`src/hdl/tdio_pkg.sv`:
```
// Shared constants for the test data I/O subsystems block
package tdio_pkg;
	// Clock and time base
	localparam int CLK_NS = 100;
	localparam int TB_NS = 1000;
	localparam int US_CYC = TB_NS / CLK_NS;
	localparam int MS_US = 1000;
	localparam int PPS_MS = 1000;
	// Watchdog limit, 10 ms, rounded down
	localparam int WDOG_NS = 10_000_000;
	localparam int WDOG_CYC = WDOG_NS / CLK_NS;
	// Conversion pacing, 10,000 per second gives 100 us, rounded up
	localparam int CONV_NS = 100_000;
	localparam int CONV_CYC = (CONV_NS + CLK_NS - 1) / CLK_NS;
	// Display conversion budget
	localparam int DISP_NS = 100_000;
	localparam int DISP_CYC = DISP_NS / CLK_NS;
	// Geometry
	localparam int LL_GROUPS = 4;
	localparam int LL_CHANS = 96;
	localparam int HL_CHANS = 128;
	localparam int MAG_W = 14;
	localparam int TIME_W = 24;
	localparam int RELAYS = 24;
	localparam int EV_GROUPS = 3;
	localparam int EV_W = 24;
	localparam int DISPS = 4;
	localparam int DMAG_W = 10;
	localparam logic [9:0] DISP_MAX = 10'h3E7;
	// Address word fields
	localparam int AW_CHAN_LSB = 0;
	localparam int AW_GRP_LSB = 7;
	localparam int AW_RNG_LSB = 10;
	localparam int AW_PAR = 13;
	localparam logic [2:0] HL_GROUP = 3'h4;
	// Display word fields
	localparam int DW_SIGN = 10;
	localparam int DW_YEL = 11;
	localparam int DW_RED = 12;
	// Time control bits
	localparam int TC_START = 0;
	localparam int TC_STOP = 1;
	localparam int TC_CLEAR = 2;
	// Register byte offsets
	localparam logic [7:0] A_CHADDR = 8'h00;
	localparam logic [7:0] A_DATA = 8'h04;
	localparam logic [7:0] A_SCAN = 8'h08;
	localparam logic [7:0] A_TCTRL = 8'h0C;
	localparam logic [7:0] A_TIME = 8'h10;
	localparam logic [7:0] A_DISP0 = 8'h14;
	localparam logic [7:0] A_RELAY = 8'h24;
	localparam logic [7:0] A_RSET = 8'h28;
	localparam logic [7:0] A_RCLR = 8'h2C;
	localparam logic [7:0] A_EV0 = 8'h30;
	localparam logic [7:0] A_WDOG = 8'h3C;
	// Reset values
	localparam logic [1:0] SCAN_RST = 2'h0;
	localparam logic [23:0] RELAY_RST = 24'h000000;
	// Conversion sequencer states
	typedef enum logic [1:0] {
		TDIO_IDLE = 2'b00,
		TDIO_PACE = 2'b01,
		TDIO_CONV = 2'b10
	} tdio_dg_t;
endpackage : tdio_pkg

```
`src/hdl/tdio_top.sv`:
```
// Test data I/O subsystems: digitizer control, clock, displays, relays, events, watchdog
//
// Decided for this implementation: the address-and-strobe port and the register offsets.
`timescale 1ns/10ps
// Notes on behaviour
// Host owns sixteen interrupt lines and four channels; three serve this block.
// Watchdog fails unless kicked at least every 10 ms.
// Each channel address written yields its converted data word back; the code drops a word written while a conversion is in progress.
// Address words are parity checked; a failure raises an interrupt.
// Host checks parity of returned data words itself.
// Four low-level groups of up to 96 channels, any order.
// Low-level range select: 10, 30, 100, 300, 500 mV bipolar.
// High-level multiplexer holds 100 channels plus 28 spare.
// Data word is 14-bit magnitude, sign, parity.
// No more than 10,000 conversions per second overall.
// Clock pulses go out as interrupt lines.
// Scan rate 1000, 500, 100 or 50 per second; fixed 1 pps display tick.
// Time accumulator returns a 24-bit word on read.
// Millisecond accumulator with start, stop and reset controls.
// Four displays: signed 000-999 with yellow and red lights.
// Display word: sign, 10-bit magnitude, two limit bits.
// One shared binary-to-decimal converter, under 100 us per word.
// Each finished display conversion pulses a completion interrupt.
// 24-bit relay word, one sets, zero resets, any combination.
// 72 event inputs raise interrupts on any change.
// Three 24-bit event groups, each with its own interrupt line.
// Host reads group state and time upon an event interrupt.
// Each group compares sample with latch each cycle, one-cycle pulse.
// Accumulator counts one per ms while started, wraps at all ones.
module tdio_top #(
	parameter int WDOG_CYCLES = tdio_pkg::WDOG_CYC
) (
	input wire logic clk_i,
	input wire logic rst_b_i,
	input wire logic [7:0] addr_i,
	input wire logic [31:0] wdata_i,
	input wire logic wr_i,
	input wire logic rd_i,
	output logic [31:0] rdata_o,
	output logic [2:0] mux_grp_o,
	output logic [6:0] mux_chan_o,
	output logic [2:0] range_o,
	output logic adc_start_o,
	input wire logic adc_done_i,
	input wire logic adc_sign_i,
	input wire logic [13:0] adc_mag_i,
	output logic [15:0] data_o,
	output logic data_valid_o,
	output logic addr_err_irq_o,
	output logic scan_irq_o,
	output logic pps_irq_o,
	output logic [47:0] disp_bcd_o,
	output logic [3:0] disp_sign_o,
	output logic [3:0] disp_yel_o,
	output logic [3:0] disp_red_o,
	output logic disp_done_irq_o,
	output logic [23:0] relay_o,
	input wire logic [71:0] event_i,
	output logic [2:0] event_irq_o,
	output logic wdog_fail_o
);
	// Odd parity over a word, used on address words in and data words out
	function automatic logic odd_par(input logic [15:0] w);
		odd_par = ~^w;
	endfunction : odd_par
	// Write decode shared by every register except the display words, which use their own range decode
	function automatic logic hit(input logic [7:0] a, input logic [7:0] off);
		hit = (a == off);
	endfunction : hit
	// Lowest set bit of the pending mask
	function automatic logic [1:0] pend_low(input logic [3:0] p);
		pend_low = p[0] ? 2'h0 : p[1] ? 2'h1 : p[2] ? 2'h2 : 2'h3;
	endfunction : pend_low
	// Pin synchronisers: first stage feeds only the second
	logic [71:0] ev_s1;
	logic [71:0] ev_s2;
	logic [14:0] adc_s1;
	logic [14:0] adc_s2;
	logic done_s1;
	logic done_s2;
	always_ff @(posedge clk_i) begin
		ev_s1 <= event_i;
		ev_s2 <= ev_s1;
		adc_s1 <= {adc_sign_i, adc_mag_i};
		adc_s2 <= adc_s1;
		done_s1 <= adc_done_i;
		done_s2 <= done_s1;
	end
	// Watchdog: each kick write restarts the window; failure holds until kicked
	logic [31:0] wd_cnt;
	always_ff @(posedge clk_i) begin
		if (!rst_b_i) begin
			wd_cnt <= 32'h00000000;
			wdog_fail_o <= 1'b0;
		end else if (wr_i && hit(addr_i, tdio_pkg::A_WDOG)) begin
			wd_cnt <= 32'h00000000;
			wdog_fail_o <= 1'b0;
		end else if (wd_cnt >= 32'(WDOG_CYCLES - 1)) begin
			wdog_fail_o <= 1'b1;
		end else begin
			wd_cnt <= wd_cnt + 32'h00000001;
		end
	end
	// Time base: 1 us tick from the system clock, then 1 ms and 1 s ticks
	logic [3:0] us_cnt;
	logic [9:0] ms_us;
	logic [9:0] s_ms;
	logic us_tick;
	logic ms_tick;
	assign us_tick = (us_cnt == 4'(tdio_pkg::US_CYC - 1));
	assign ms_tick = us_tick && (ms_us == 10'(tdio_pkg::MS_US - 1));
	always_ff @(posedge clk_i) begin
		if (!rst_b_i) begin
			us_cnt <= 4'h0;
			ms_us <= 10'h000;
			s_ms <= 10'h000;
			pps_irq_o <= 1'b0;
		end else begin
			us_cnt <= us_tick ? 4'h0 : us_cnt + 4'h1;
			if (us_tick) begin
				ms_us <= ms_tick ? 10'h000 : ms_us + 10'h001;
			end
			pps_irq_o <= 1'b0;
			if (ms_tick) begin
				if (s_ms == 10'(tdio_pkg::PPS_MS - 1)) begin
					s_ms <= 10'h000;
					pps_irq_o <= 1'b1;
				end else begin
					s_ms <= s_ms + 10'h001;
				end
			end
		end
	end
	// Scan pulse: period in ms chosen by software, 1, 2, 10 or 20
	logic [1:0] scan_sel;
	logic [4:0] scan_cnt;
	logic [4:0] scan_period;
	always_comb begin
		case (scan_sel)
			2'h0: scan_period = 5'h01;
			2'h1: scan_period = 5'h02;
			2'h2: scan_period = 5'h0A;
			2'h3: scan_period = 5'h14;
			default: scan_period = 5'h01;
		endcase
	end
	always_ff @(posedge clk_i) begin
		if (!rst_b_i) begin
			scan_sel <= tdio_pkg::SCAN_RST;
		end else if (wr_i && hit(addr_i, tdio_pkg::A_SCAN)) begin
			scan_sel <= wdata_i[1:0];
		end
	end
	// A rate change applies at the next ms tick, so the period in progress can end early
	always_ff @(posedge clk_i) begin
		if (!rst_b_i) begin
			scan_cnt <= 5'h00;
			scan_irq_o <= 1'b0;
		end else begin
			scan_irq_o <= 1'b0;
			if (ms_tick) begin
				if (scan_cnt >= scan_period - 5'h01) begin
					scan_cnt <= 5'h00;
					scan_irq_o <= 1'b1;
				end else begin
					scan_cnt <= scan_cnt + 5'h01;
				end
			end
		end
	end
	// Millisecond accumulator; clear wins over counting, stop wins over start
	logic [23:0] time_acc;
	logic time_run;
	always_ff @(posedge clk_i) begin
		if (!rst_b_i) begin
			time_acc <= 24'h000000;
			time_run <= 1'b0;
		end else begin
			if (wr_i && hit(addr_i, tdio_pkg::A_TCTRL)) begin
				if (wdata_i[tdio_pkg::TC_START]) begin
					time_run <= 1'b1;
				end
				if (wdata_i[tdio_pkg::TC_STOP]) begin
					time_run <= 1'b0;
				end
			end
			if (wr_i && hit(addr_i, tdio_pkg::A_TCTRL) && wdata_i[tdio_pkg::TC_CLEAR]) begin
				time_acc <= 24'h000000;
			end else if (time_run && ms_tick) begin
				time_acc <= time_acc + 24'h000001;
			end
		end
	end
	// Digitizer sequencer: check address, wait for pacing slot, convert, return word
	tdio_pkg::tdio_dg_t dg_state;
	logic [10:0] pace_cnt;
	logic addr_wr;
	logic addr_ok;
	logic par_err;
	logic range_err;
	logic overrun;
	logic [2:0] w_grp;
	logic [6:0] w_chan;
	assign addr_wr = wr_i && hit(addr_i, tdio_pkg::A_CHADDR);
	assign w_grp = wdata_i[tdio_pkg::AW_GRP_LSB +: 3];
	assign w_chan = wdata_i[tdio_pkg::AW_CHAN_LSB +: 7];
	// A good word has an odd count of ones, so the parity helper is high on failure
	assign par_err = odd_par({2'h0, wdata_i[13:0]});
	// Low-level groups stop at 96, the high-level mux spans all 128 slots
	assign addr_ok = !par_err && ((w_grp < 3'(tdio_pkg::LL_GROUPS)
		&& w_chan < 7'(tdio_pkg::LL_CHANS)) || w_grp == tdio_pkg::HL_GROUP);
	always_ff @(posedge clk_i) begin
		if (!rst_b_i) begin
			dg_state <= tdio_pkg::TDIO_IDLE;
			pace_cnt <= 11'h000;
			mux_grp_o <= 3'h0;
			mux_chan_o <= 7'h00;
			range_o <= 3'h0;
			adc_start_o <= 1'b0;
			data_o <= 16'h0000;
			data_valid_o <= 1'b0;
			addr_err_irq_o <= 1'b0;
			range_err <= 1'b0;
			overrun <= 1'b0;
		end else begin
			adc_start_o <= 1'b0;
			data_valid_o <= 1'b0;
			addr_err_irq_o <= 1'b0;
			if (pace_cnt != 11'h000) begin
				pace_cnt <= pace_cnt - 11'h001;
			end
			if (addr_wr) begin
				range_err <= !addr_ok;
				addr_err_irq_o <= !addr_ok;
				// A word arriving while busy is dropped and flagged
				overrun <= (dg_state != tdio_pkg::TDIO_IDLE);
			end
			case (dg_state)
				tdio_pkg::TDIO_IDLE: begin
					if (addr_wr && addr_ok) begin
						mux_grp_o <= w_grp;
						mux_chan_o <= w_chan;
						range_o <= wdata_i[tdio_pkg::AW_RNG_LSB +: 3];
						dg_state <= tdio_pkg::TDIO_PACE;
					end
				end
				tdio_pkg::TDIO_PACE: begin
					if (pace_cnt == 11'h000) begin
						adc_start_o <= 1'b1;
						pace_cnt <= 11'(tdio_pkg::CONV_CYC - 1);
						dg_state <= tdio_pkg::TDIO_CONV;
					end
				end
				tdio_pkg::TDIO_CONV: begin
					if (done_s2) begin
						data_o <= {odd_par({1'b0, adc_s2}), adc_s2};
						data_valid_o <= 1'b1;
						dg_state <= tdio_pkg::TDIO_IDLE;
					end
				end
				default: dg_state <= tdio_pkg::TDIO_IDLE;
			endcase
		end
	end
	// Display words and the shared converter; the converter serves the lowest pending unit
	logic [12:0] disp_word [tdio_pkg::DISPS];
	logic [3:0] pend;
	logic cv_busy;
	logic [1:0] cv_idx;
	logic [3:0] cv_step;
	logic [21:0] cv_sr;
	logic [11:0] dab;
	logic [1:0] wr_disp;
	logic wr_disp_hit;
	assign wr_disp_hit = wr_i && addr_i >= tdio_pkg::A_DISP0
		&& addr_i < tdio_pkg::A_DISP0 + 8'h10 && addr_i[1:0] == 2'h0;
	assign wr_disp = 2'((addr_i - tdio_pkg::A_DISP0) >> 2);
	// Add-3 correction on each BCD digit before the shift
	always_comb begin
		for (int i = 0; i < 3; i++) begin
			dab[4*i +: 4] = (cv_sr[10 + 4*i +: 4] >= 4'h5) ?
				cv_sr[10 + 4*i +: 4] + 4'h3 : cv_sr[10 + 4*i +: 4];
		end
	end
	always_ff @(posedge clk_i) begin
		if (!rst_b_i) begin
			for (int i = 0; i < tdio_pkg::DISPS; i++) begin
				disp_word[i] <= 13'h0000;
			end
		end else if (wr_disp_hit) begin
			disp_word[wr_disp] <= wdata_i[12:0];
		end
	end
	// A new write sets pending even in the cycle the converter takes that unit
	always_ff @(posedge clk_i) begin
		if (!rst_b_i) begin
			pend <= 4'h0;
			cv_busy <= 1'b0;
			cv_idx <= 2'h0;
			cv_step <= 4'h0;
			cv_sr <= 22'h000000;
			disp_bcd_o <= 48'h000000000000;
			disp_sign_o <= 4'h0;
			disp_yel_o <= 4'h0;
			disp_red_o <= 4'h0;
			disp_done_irq_o <= 1'b0;
		end else begin
			disp_done_irq_o <= 1'b0;
			if (!cv_busy) begin
				for (int i = tdio_pkg::DISPS - 1; i >= 0; i--) begin
					if (pend[i]) begin
						cv_idx <= 2'(i);
					end
				end
				if (pend != 4'h0) begin
					cv_busy <= 1'b1;
					cv_step <= 4'h0;
				end
			end
			if (!cv_busy && pend != 4'h0) begin
				cv_sr <= 22'h000000;
			end else if (cv_busy && cv_step == 4'h0 && cv_sr == 22'h000000) begin
				// Load stage: clamp to the three-digit span
				cv_sr[9:0] <= (disp_word[cv_idx][9:0] > tdio_pkg::DISP_MAX) ?
					tdio_pkg::DISP_MAX : disp_word[cv_idx][9:0];
				cv_step <= 4'h1;
			end else if (cv_busy && cv_step != 4'h0) begin
				cv_sr <= {dab[10:0], cv_sr[9:0], 1'b0};
				if (cv_step == 4'(tdio_pkg::DMAG_W)) begin
					disp_bcd_o[12*cv_idx +: 12] <= {dab[10:0], cv_sr[9]};
					disp_sign_o[cv_idx] <= disp_word[cv_idx][tdio_pkg::DW_SIGN];
					disp_yel_o[cv_idx] <= disp_word[cv_idx][tdio_pkg::DW_YEL];
					disp_red_o[cv_idx] <= disp_word[cv_idx][tdio_pkg::DW_RED];
					disp_done_irq_o <= 1'b1;
					cv_busy <= 1'b0;
					cv_step <= 4'h0;
				end else begin
					cv_step <= cv_step + 4'h1;
				end
			end
			for (int i = 0; i < tdio_pkg::DISPS; i++) begin
				if (wr_disp_hit && wr_disp == 2'(i)) begin
					pend[i] <= 1'b1;
				end else if (!cv_busy && pend != 4'h0 && pend_low(pend) == 2'(i)) begin
					pend[i] <= 1'b0;
				end
			end
		end
	end

	// Relays: whole word, or set and clear masks for single or grouped control
	always_ff @(posedge clk_i) begin
		if (!rst_b_i) begin
			relay_o <= tdio_pkg::RELAY_RST;
		end else if (wr_i && hit(addr_i, tdio_pkg::A_RELAY)) begin
			relay_o <= wdata_i[23:0];
		end else if (wr_i && hit(addr_i, tdio_pkg::A_RSET)) begin
			relay_o <= relay_o | wdata_i[23:0];
		end else if (wr_i && hit(addr_i, tdio_pkg::A_RCLR)) begin
			relay_o <= relay_o & ~wdata_i[23:0];
		end
	end

	// Event groups: latch follows the synchronised inputs, any difference pulses the line
	logic [23:0] ev_latch [tdio_pkg::EV_GROUPS];
	genvar g;
	generate
		for (g = 0; g < tdio_pkg::EV_GROUPS; g++) begin : g_ev
			always_ff @(posedge clk_i) begin
				if (!rst_b_i) begin
					ev_latch[g] <= 24'h000000;
					event_irq_o[g] <= 1'b0;
				end else begin
					ev_latch[g] <= ev_s2[24*g +: 24];
					event_irq_o[g] <= (ev_s2[24*g +: 24] != ev_latch[g]);
				end
			end
		end
	endgenerate

	// Read port: data stands in the cycle after the strobe; unmapped reads give zero
	always_ff @(posedge clk_i) begin
		if (!rst_b_i || !rd_i) begin
			rdata_o <= 32'h00000000;
		end else begin
			case (addr_i)
				tdio_pkg::A_CHADDR: rdata_o <= {28'h0000000, overrun, range_err,
					dg_state != tdio_pkg::TDIO_IDLE, wdog_fail_o};
				tdio_pkg::A_DATA: rdata_o <= {16'h0000, data_o};
				tdio_pkg::A_SCAN: rdata_o <= {30'h00000000, scan_sel};
				tdio_pkg::A_TCTRL: rdata_o <= {31'h00000000, time_run};
				tdio_pkg::A_TIME: rdata_o <= {8'h00, time_acc};
				tdio_pkg::A_RELAY: rdata_o <= {8'h00, relay_o};
				tdio_pkg::A_EV0: rdata_o <= {8'h00, ev_latch[0]};
				tdio_pkg::A_EV0 + 8'h04: rdata_o <= {8'h00, ev_latch[1]};
				tdio_pkg::A_EV0 + 8'h08: rdata_o <= {8'h00, ev_latch[2]};
				tdio_pkg::A_WDOG: rdata_o <= {31'h00000000, wdog_fail_o};
				default: rdata_o <= 32'h00000000;
			endcase
		end
	end
endmodule : tdio_top

```
`config.mk`:
```
export PLATFORM = sky130hd
export DESIGN_NAME = tdio_top
export DESIGN_NICKNAME = d
export VERILOG_FILES = /design/src/hdl/tdio_pkg.sv /design/src/hdl/tdio_top.sv
export SDC_FILE = /design/constraint.sdc
export NUM_CORES = 1
export LEC_CHECK = 0
export BUFFER_PORTS_ARGS = -buffer_cell sky130_fd_sc_hd__buf_2
export CAP_MARGIN = 20
export CORE_MARGIN = 1
export CORE_UTILIZATION = 24
export CTS_CLUSTER_DIAMETER = 100
export DETAILED_ROUTE_END_ITERATION = 12
export SLEW_MARGIN = 5
export SYNTH_ARGS = -nofsm -noshare
export SYNTH_HDL_FRONTEND = slang
export SYNTH_SLANG_ARGS = --single-unit
```
`constraint.sdc`:
```
create_clock -name clk_i -period 5.34 [get_ports clk_i]
set_input_delay 0.267 -clock clk_i [delete_from_list [all_inputs] [get_ports clk_i]]
set_output_delay 0.267 -clock clk_i [all_outputs]
set_load 0.02 [all_outputs]
```
# Word-level counts from Yosys, hierarchy flattened
# Memory sizes are Yosys's and may differ from the RTL's. A register that Yosys moved wholly into a read port is not among the register bits.
# Index checks and enable logic that the tools add are counted.
[totals]
regBits = 467
mem_bits_rw = 124
output_inout_bits = 155
wordCells = 271
mem_count = 2
[op_classes]
n_addsub = 14
multipliers = 1
magnitude_cmp = 12
n_eq_ne = 33
n_shift = 2
mux = 74
bitwise = 11
reduce_logical = 75
[memory_table]
columns = ["name", "depth", "word_bits", "read_ports", "rd_clocked_by_memory_dff", "wr", "line", "rtl"]
rows = [
  ["ev_latch", 3, 24, 3, 0, 3, "tdio_top.sv:365", "logic [23:0] ev_latch [tdio_pkg::EV_GROUPS];"],
  ["disp_word", 4, 13, 1, 1, 4, "tdio_top.sv:266", "logic [12:0] disp_word [tdio_pkg::DISPS];"],
]
[op_table]
columns = ["operator", "n"]
rows = [
  ["24-bit case mux with 10 select lines", 1],
  ["24-bit two-way mux", 6],
  ["24-bit inequality test", 3],
  ["8-bit by 6-bit equality test with 1-bit output, second input constant", 7],
  ["10-bit two-way mux", 5],
  ["48-bit bitwise mux", 1],
  ["12-bit by 34-bit variable shift with 48-bit output, first input constant", 1],
  ["12-bit by 34-bit variable part select with 48-bit output", 1],
  ["6-bit negator with 34-bit output", 1],
  ["11-bit two-way mux", 3],
  ["32-bit by 1-bit adder with 32-bit output, second input constant", 1],
  ["32-bit by 17-bit greater-or-equal comparator with 1-bit output, second input constant", 1],
  ["4-bit two-way mux", 8],
  ["16-bit XNOR reduction", 2],
  ["1-bit logical AND", 29],
  ["1-bit two-way mux", 29],
  ["24-bit by 1-bit adder with 24-bit output, second input constant", 1],
  ["24-bit AND", 1],
  ["2-bit two-way mux", 12],
  ["24-bit NOT", 1],
  ["24-bit bitwise OR", 1],
  ["22-bit logical NOT", 1],
  ["10-bit by 1-bit adder with 10-bit output, second input constant", 2],
  ["10-bit equality test, second input constant", 2],
  ["50 further kinds", 102],
]

# Logic depth before layout (Yosys ltp)
[depth]
ltp_word = 9
mapped_depth = 10
mapped_depth_nobuf = 8

# Worst setup path after synthesis
# Ideal clock, no wire load.
[synth_path]
kind = "input port to flip-flop"
start = "input port addr_i[3]"
end = "memory disp_word[2][0], enable pin"
setup_time_ps = 365
arrival_time_ps = 2430
required_time_ps = 4975
path_slack_ps = 2545
stages = 9
path_cell_list = "inv_1 -> ha_1 -> or3b_1 -> clkbuf_1 -> a211oi_1 -> o2111a_1 -> and2_1 -> nor3b_2 -> nand2b_1"
[synth_rtl]
columns = ["item", "line", "rtl"]
rows = [
  ["from (decl)", "tdio_top.sv:35", "input wire logic [7:0] addr_i,"],
  ["to (decl)", "tdio_top.sv:266", ""],
]

==> impl_metrics.yaml <==
run_status:
  run_status: "finished, final reports clean"
die:
  ios: 287
  die_w_um: 303
  core-area_um2: 89900
  die_area_um2: 91900
  fp.dieH_um: 303
  rows: 110
  start_util: 0.242
hold_path:
  worstHoldPathType: "in -> reg"
  whs_path_depth: 3
  min_from: "wdata_i[5]"
  min_to: "mux_chan_o[5]"
final_layout:
  seqCellArea_um2: 12200
  utilization: 0.307
  drive_above_1_share: 0.171
  area_growth_pct: 26.8
  fillers: 9221
  diodes: 0
  nets: 2607
  multi_input_area_um2: 9000
place:
  numPortBuffers: 270
  gp_congestion: 0.871
  hpwl_mm: 46.9
drt:
  first_pass_iters: 6
  drtAntennaViolNets: 0
  drt_iter0_markers: 1027
  dr_wl_met2_mm: 29.4
  wl_met3_mm: 5.34
  drt-met1-wl_mm: 28.8
  vias: 16300
  viasPerCell: 4.46
  drc: 0
  avgRoutedWirePerCell_um: 17.9
  routed_wl_mm: 65.6
  top_layer: "met5"
yosys:
  synth_seq_cells: 585
  ys_seq_area_frac: 0.562
  ys.flop_type: "dfxtp_1"
  synth_enable_flop_cells: 52
  async_flop_share: 0
  yosysUniqueCellTypes: 71
  synth_area_um2: 21800
  ys_warn_count: 0
  synth.avg_cell_area_um2: 10.4
  synth_cells: 2096
clocking:
  insertion_delay_ns: 0.64
  clock-root-buffer: "clkbuf_16"
  cts_hold_buffers: 98
  h-tree-depth: 3
  post-cts-setup-buffers: 0
  path_clk_slew_ns: 0.06
  cts_buffers: 67
  cts.path.max_buffers: 3
  cts_tree: "yes"
  cts.repair.resized: 0
  cts.sinks: 585
timing:
  finalCritPeriodShare: 0.609
  slew_headroom: 0.287
  timing_hold_violations_final: 0
  rsz0062_at_grt: "no"
  max_freq_mhz: 308
  slew_viol_final: 0
  worst_slew_pin_slew_ns: 1.07
  setup_viol: 0
  period_minus_slack_ns: 3.25
  skew_ns: 0.0321
  finalSetupTns_ns: 0
setup_path:
  r2r_end: "disp_bcd_o[26]"
  start_kind: "input pin"
  worstPathMaxFanout: 19
  rr_worst_depth: 7
  cp.arrival_ns: 3.49
  worst-r2r-setup-slack_ns: 2.13
  end_kind: "register"
  critical_path_class: "in -> reg"
  cp.required_ns: 5.58
  r2r-start: "cv_idx[0]"
grt:
  grt_pass1_wl_mm: 96.3
  antenna_found_initial: 13
  first_global_vias: 15500
  track_usage: 0.140
  grt_max_degree: 162
  grt_overflow: 0
power:
  total_leakage_power_nw: 10.7
  vdd_drop_max_mv: 0.226
  p_per_area_nw_per_um2: 360
job:
  maxCapViolCount: 0
## placed cells by master (no fill, tap or decap), types with 15 or more instances in the layout
cell type,instances
a21boi_0,38
a21oi_1,67
a22o_1,15
a22oi_1,80
a31oi_1,16
and2_1,145
and3_1,35
buf_2,269
buf_4,15
clkbuf_16,67
dfxtp_1,533
dlygate4sd3_1,98
edfxtp_1,52
ha_1,36
inv_1,29
mux2i_1,27
nand2_1,187
nand3_1,40
nand4_1,42
nor2_1,115
nor2b_1,74
nor3_1,31
nor4_1,25
o21ai_0,71
xnor2_1,72
xor2_1,82
## state kept, by name (all words and copies together), names as in the netlist, 11 cells and up, named ones only
signal,flops
time_acc,24
ev_latch,72
rdata_o,24
data_o,16
ev_s1,72
ev_s2,72
wd_cnt,32
disp_word,52
adc_s1,15
adc_s2,15
pace_cnt,11
cv_sr,22
disp_bcd_o,48
## report_power, final
part | total, mW | leakage (nW) | switching, mW | internal, mW
combinational | 0.544 | 4.66 | 0.280 | 0.263
clock | 4.71 | 1.12 | 1.95 | 2.76
sequential | 4.69 | 4.88 | 0.105 | 4.58
## logic make-up after synthesis
group,after synthesis,synth area share
AO/OA/AOI/OAI,367,0.114
buffers and inverters,147,0.0271
other,2,0.000345
XOR/XNOR,157,0.0651
AND/OR/NAND/NOR,759,0.183
multiplexers,43,0.0274
adder cells (fa/ha/maj),36,0.0207
flip-flops,585,0.562
## routing by layer
metal | vias up | global-route usage
li1 | 7982 | -
met1 | 7651 | 0.182
met2 | 589 | 0.221
met3 | 113 | 0.0372
met4 | 6 | 0.0510
met5 | - | 0
## critical path, stage by stage
cell	delay, ns
buf_2	0.12
inv_1	0.09
ha_1	0.32
or3b_1	0.53
a211oi_1	0.29
o2111a_1	0.63
and2_1	0.24
and3_1	0.44
nand2b_1	0.56
## cells in the mapped netlist (all sizes together) (31+ instances only)
cell type  number  area share
ha             36       0.021
edfxtp         52       0.072
o21ai          74       0.017
a21boi         38       0.013
and2          149       0.043
a21oi          67       0.015
nand4          42       0.012
xnor2          72       0.029
a22oi          80       0.028
nand2         187       0.032
xor2           82       0.033
dfxtp         533        0.49
nor2b          74       0.021
and3           35       0.010
nand3          40      0.0092
nor3           34      0.0080
nor2          115       0.020
clkbuf        101       0.017
nor4           31       0.010
## worst max path at each step
stage | cells after the start | slack, ns | from | end
global route | 7 | 1.82 | cv_idx[0] | disp_bcd_o[10]
global placement | 9 | 1.52 | addr_i[3] | disp_word[1][12]
finish | 9 | 2.09 | addr_i[3] | disp_word[0][11]
CTS | 9 | 2.14 | addr_i[3] | disp_word[1][12]
detailed placement | 9 | 1.50 | addr_i[3] | disp_word[1][9]
floorplan | 9 | 2.54 | addr_i[3] | disp_word[2][0]
## through the flow
stage	hold slack [ns]	cells	setup slack, ns	power (mW)	cell area [µm²]
3_3_place_gp	0.312	3447	1.52	5.27	24300
4_1_cts	0.0429	3667	2.14	10.1	27600
5_1_grt	0.0950	3668	1.82	10.3	27600
3_5_place_dp	0.312	3447	1.50	5.27	24300
2_1_floorplan	0.295	2103	2.54	5.09	21800
6_report	0.0956	3668	2.09	9.94	27600
## cell type report
class                   instances  share of cell area
repair buffers                385              0.0901
flip-flops and latches        585               0.443
well taps                    1176              0.0533
multi-input cells            1371               0.326
clock inverters                34              0.0170
inverters                      29             0.00394
clock buffers                  88              0.0663
(Power assumes the default switching activity.)
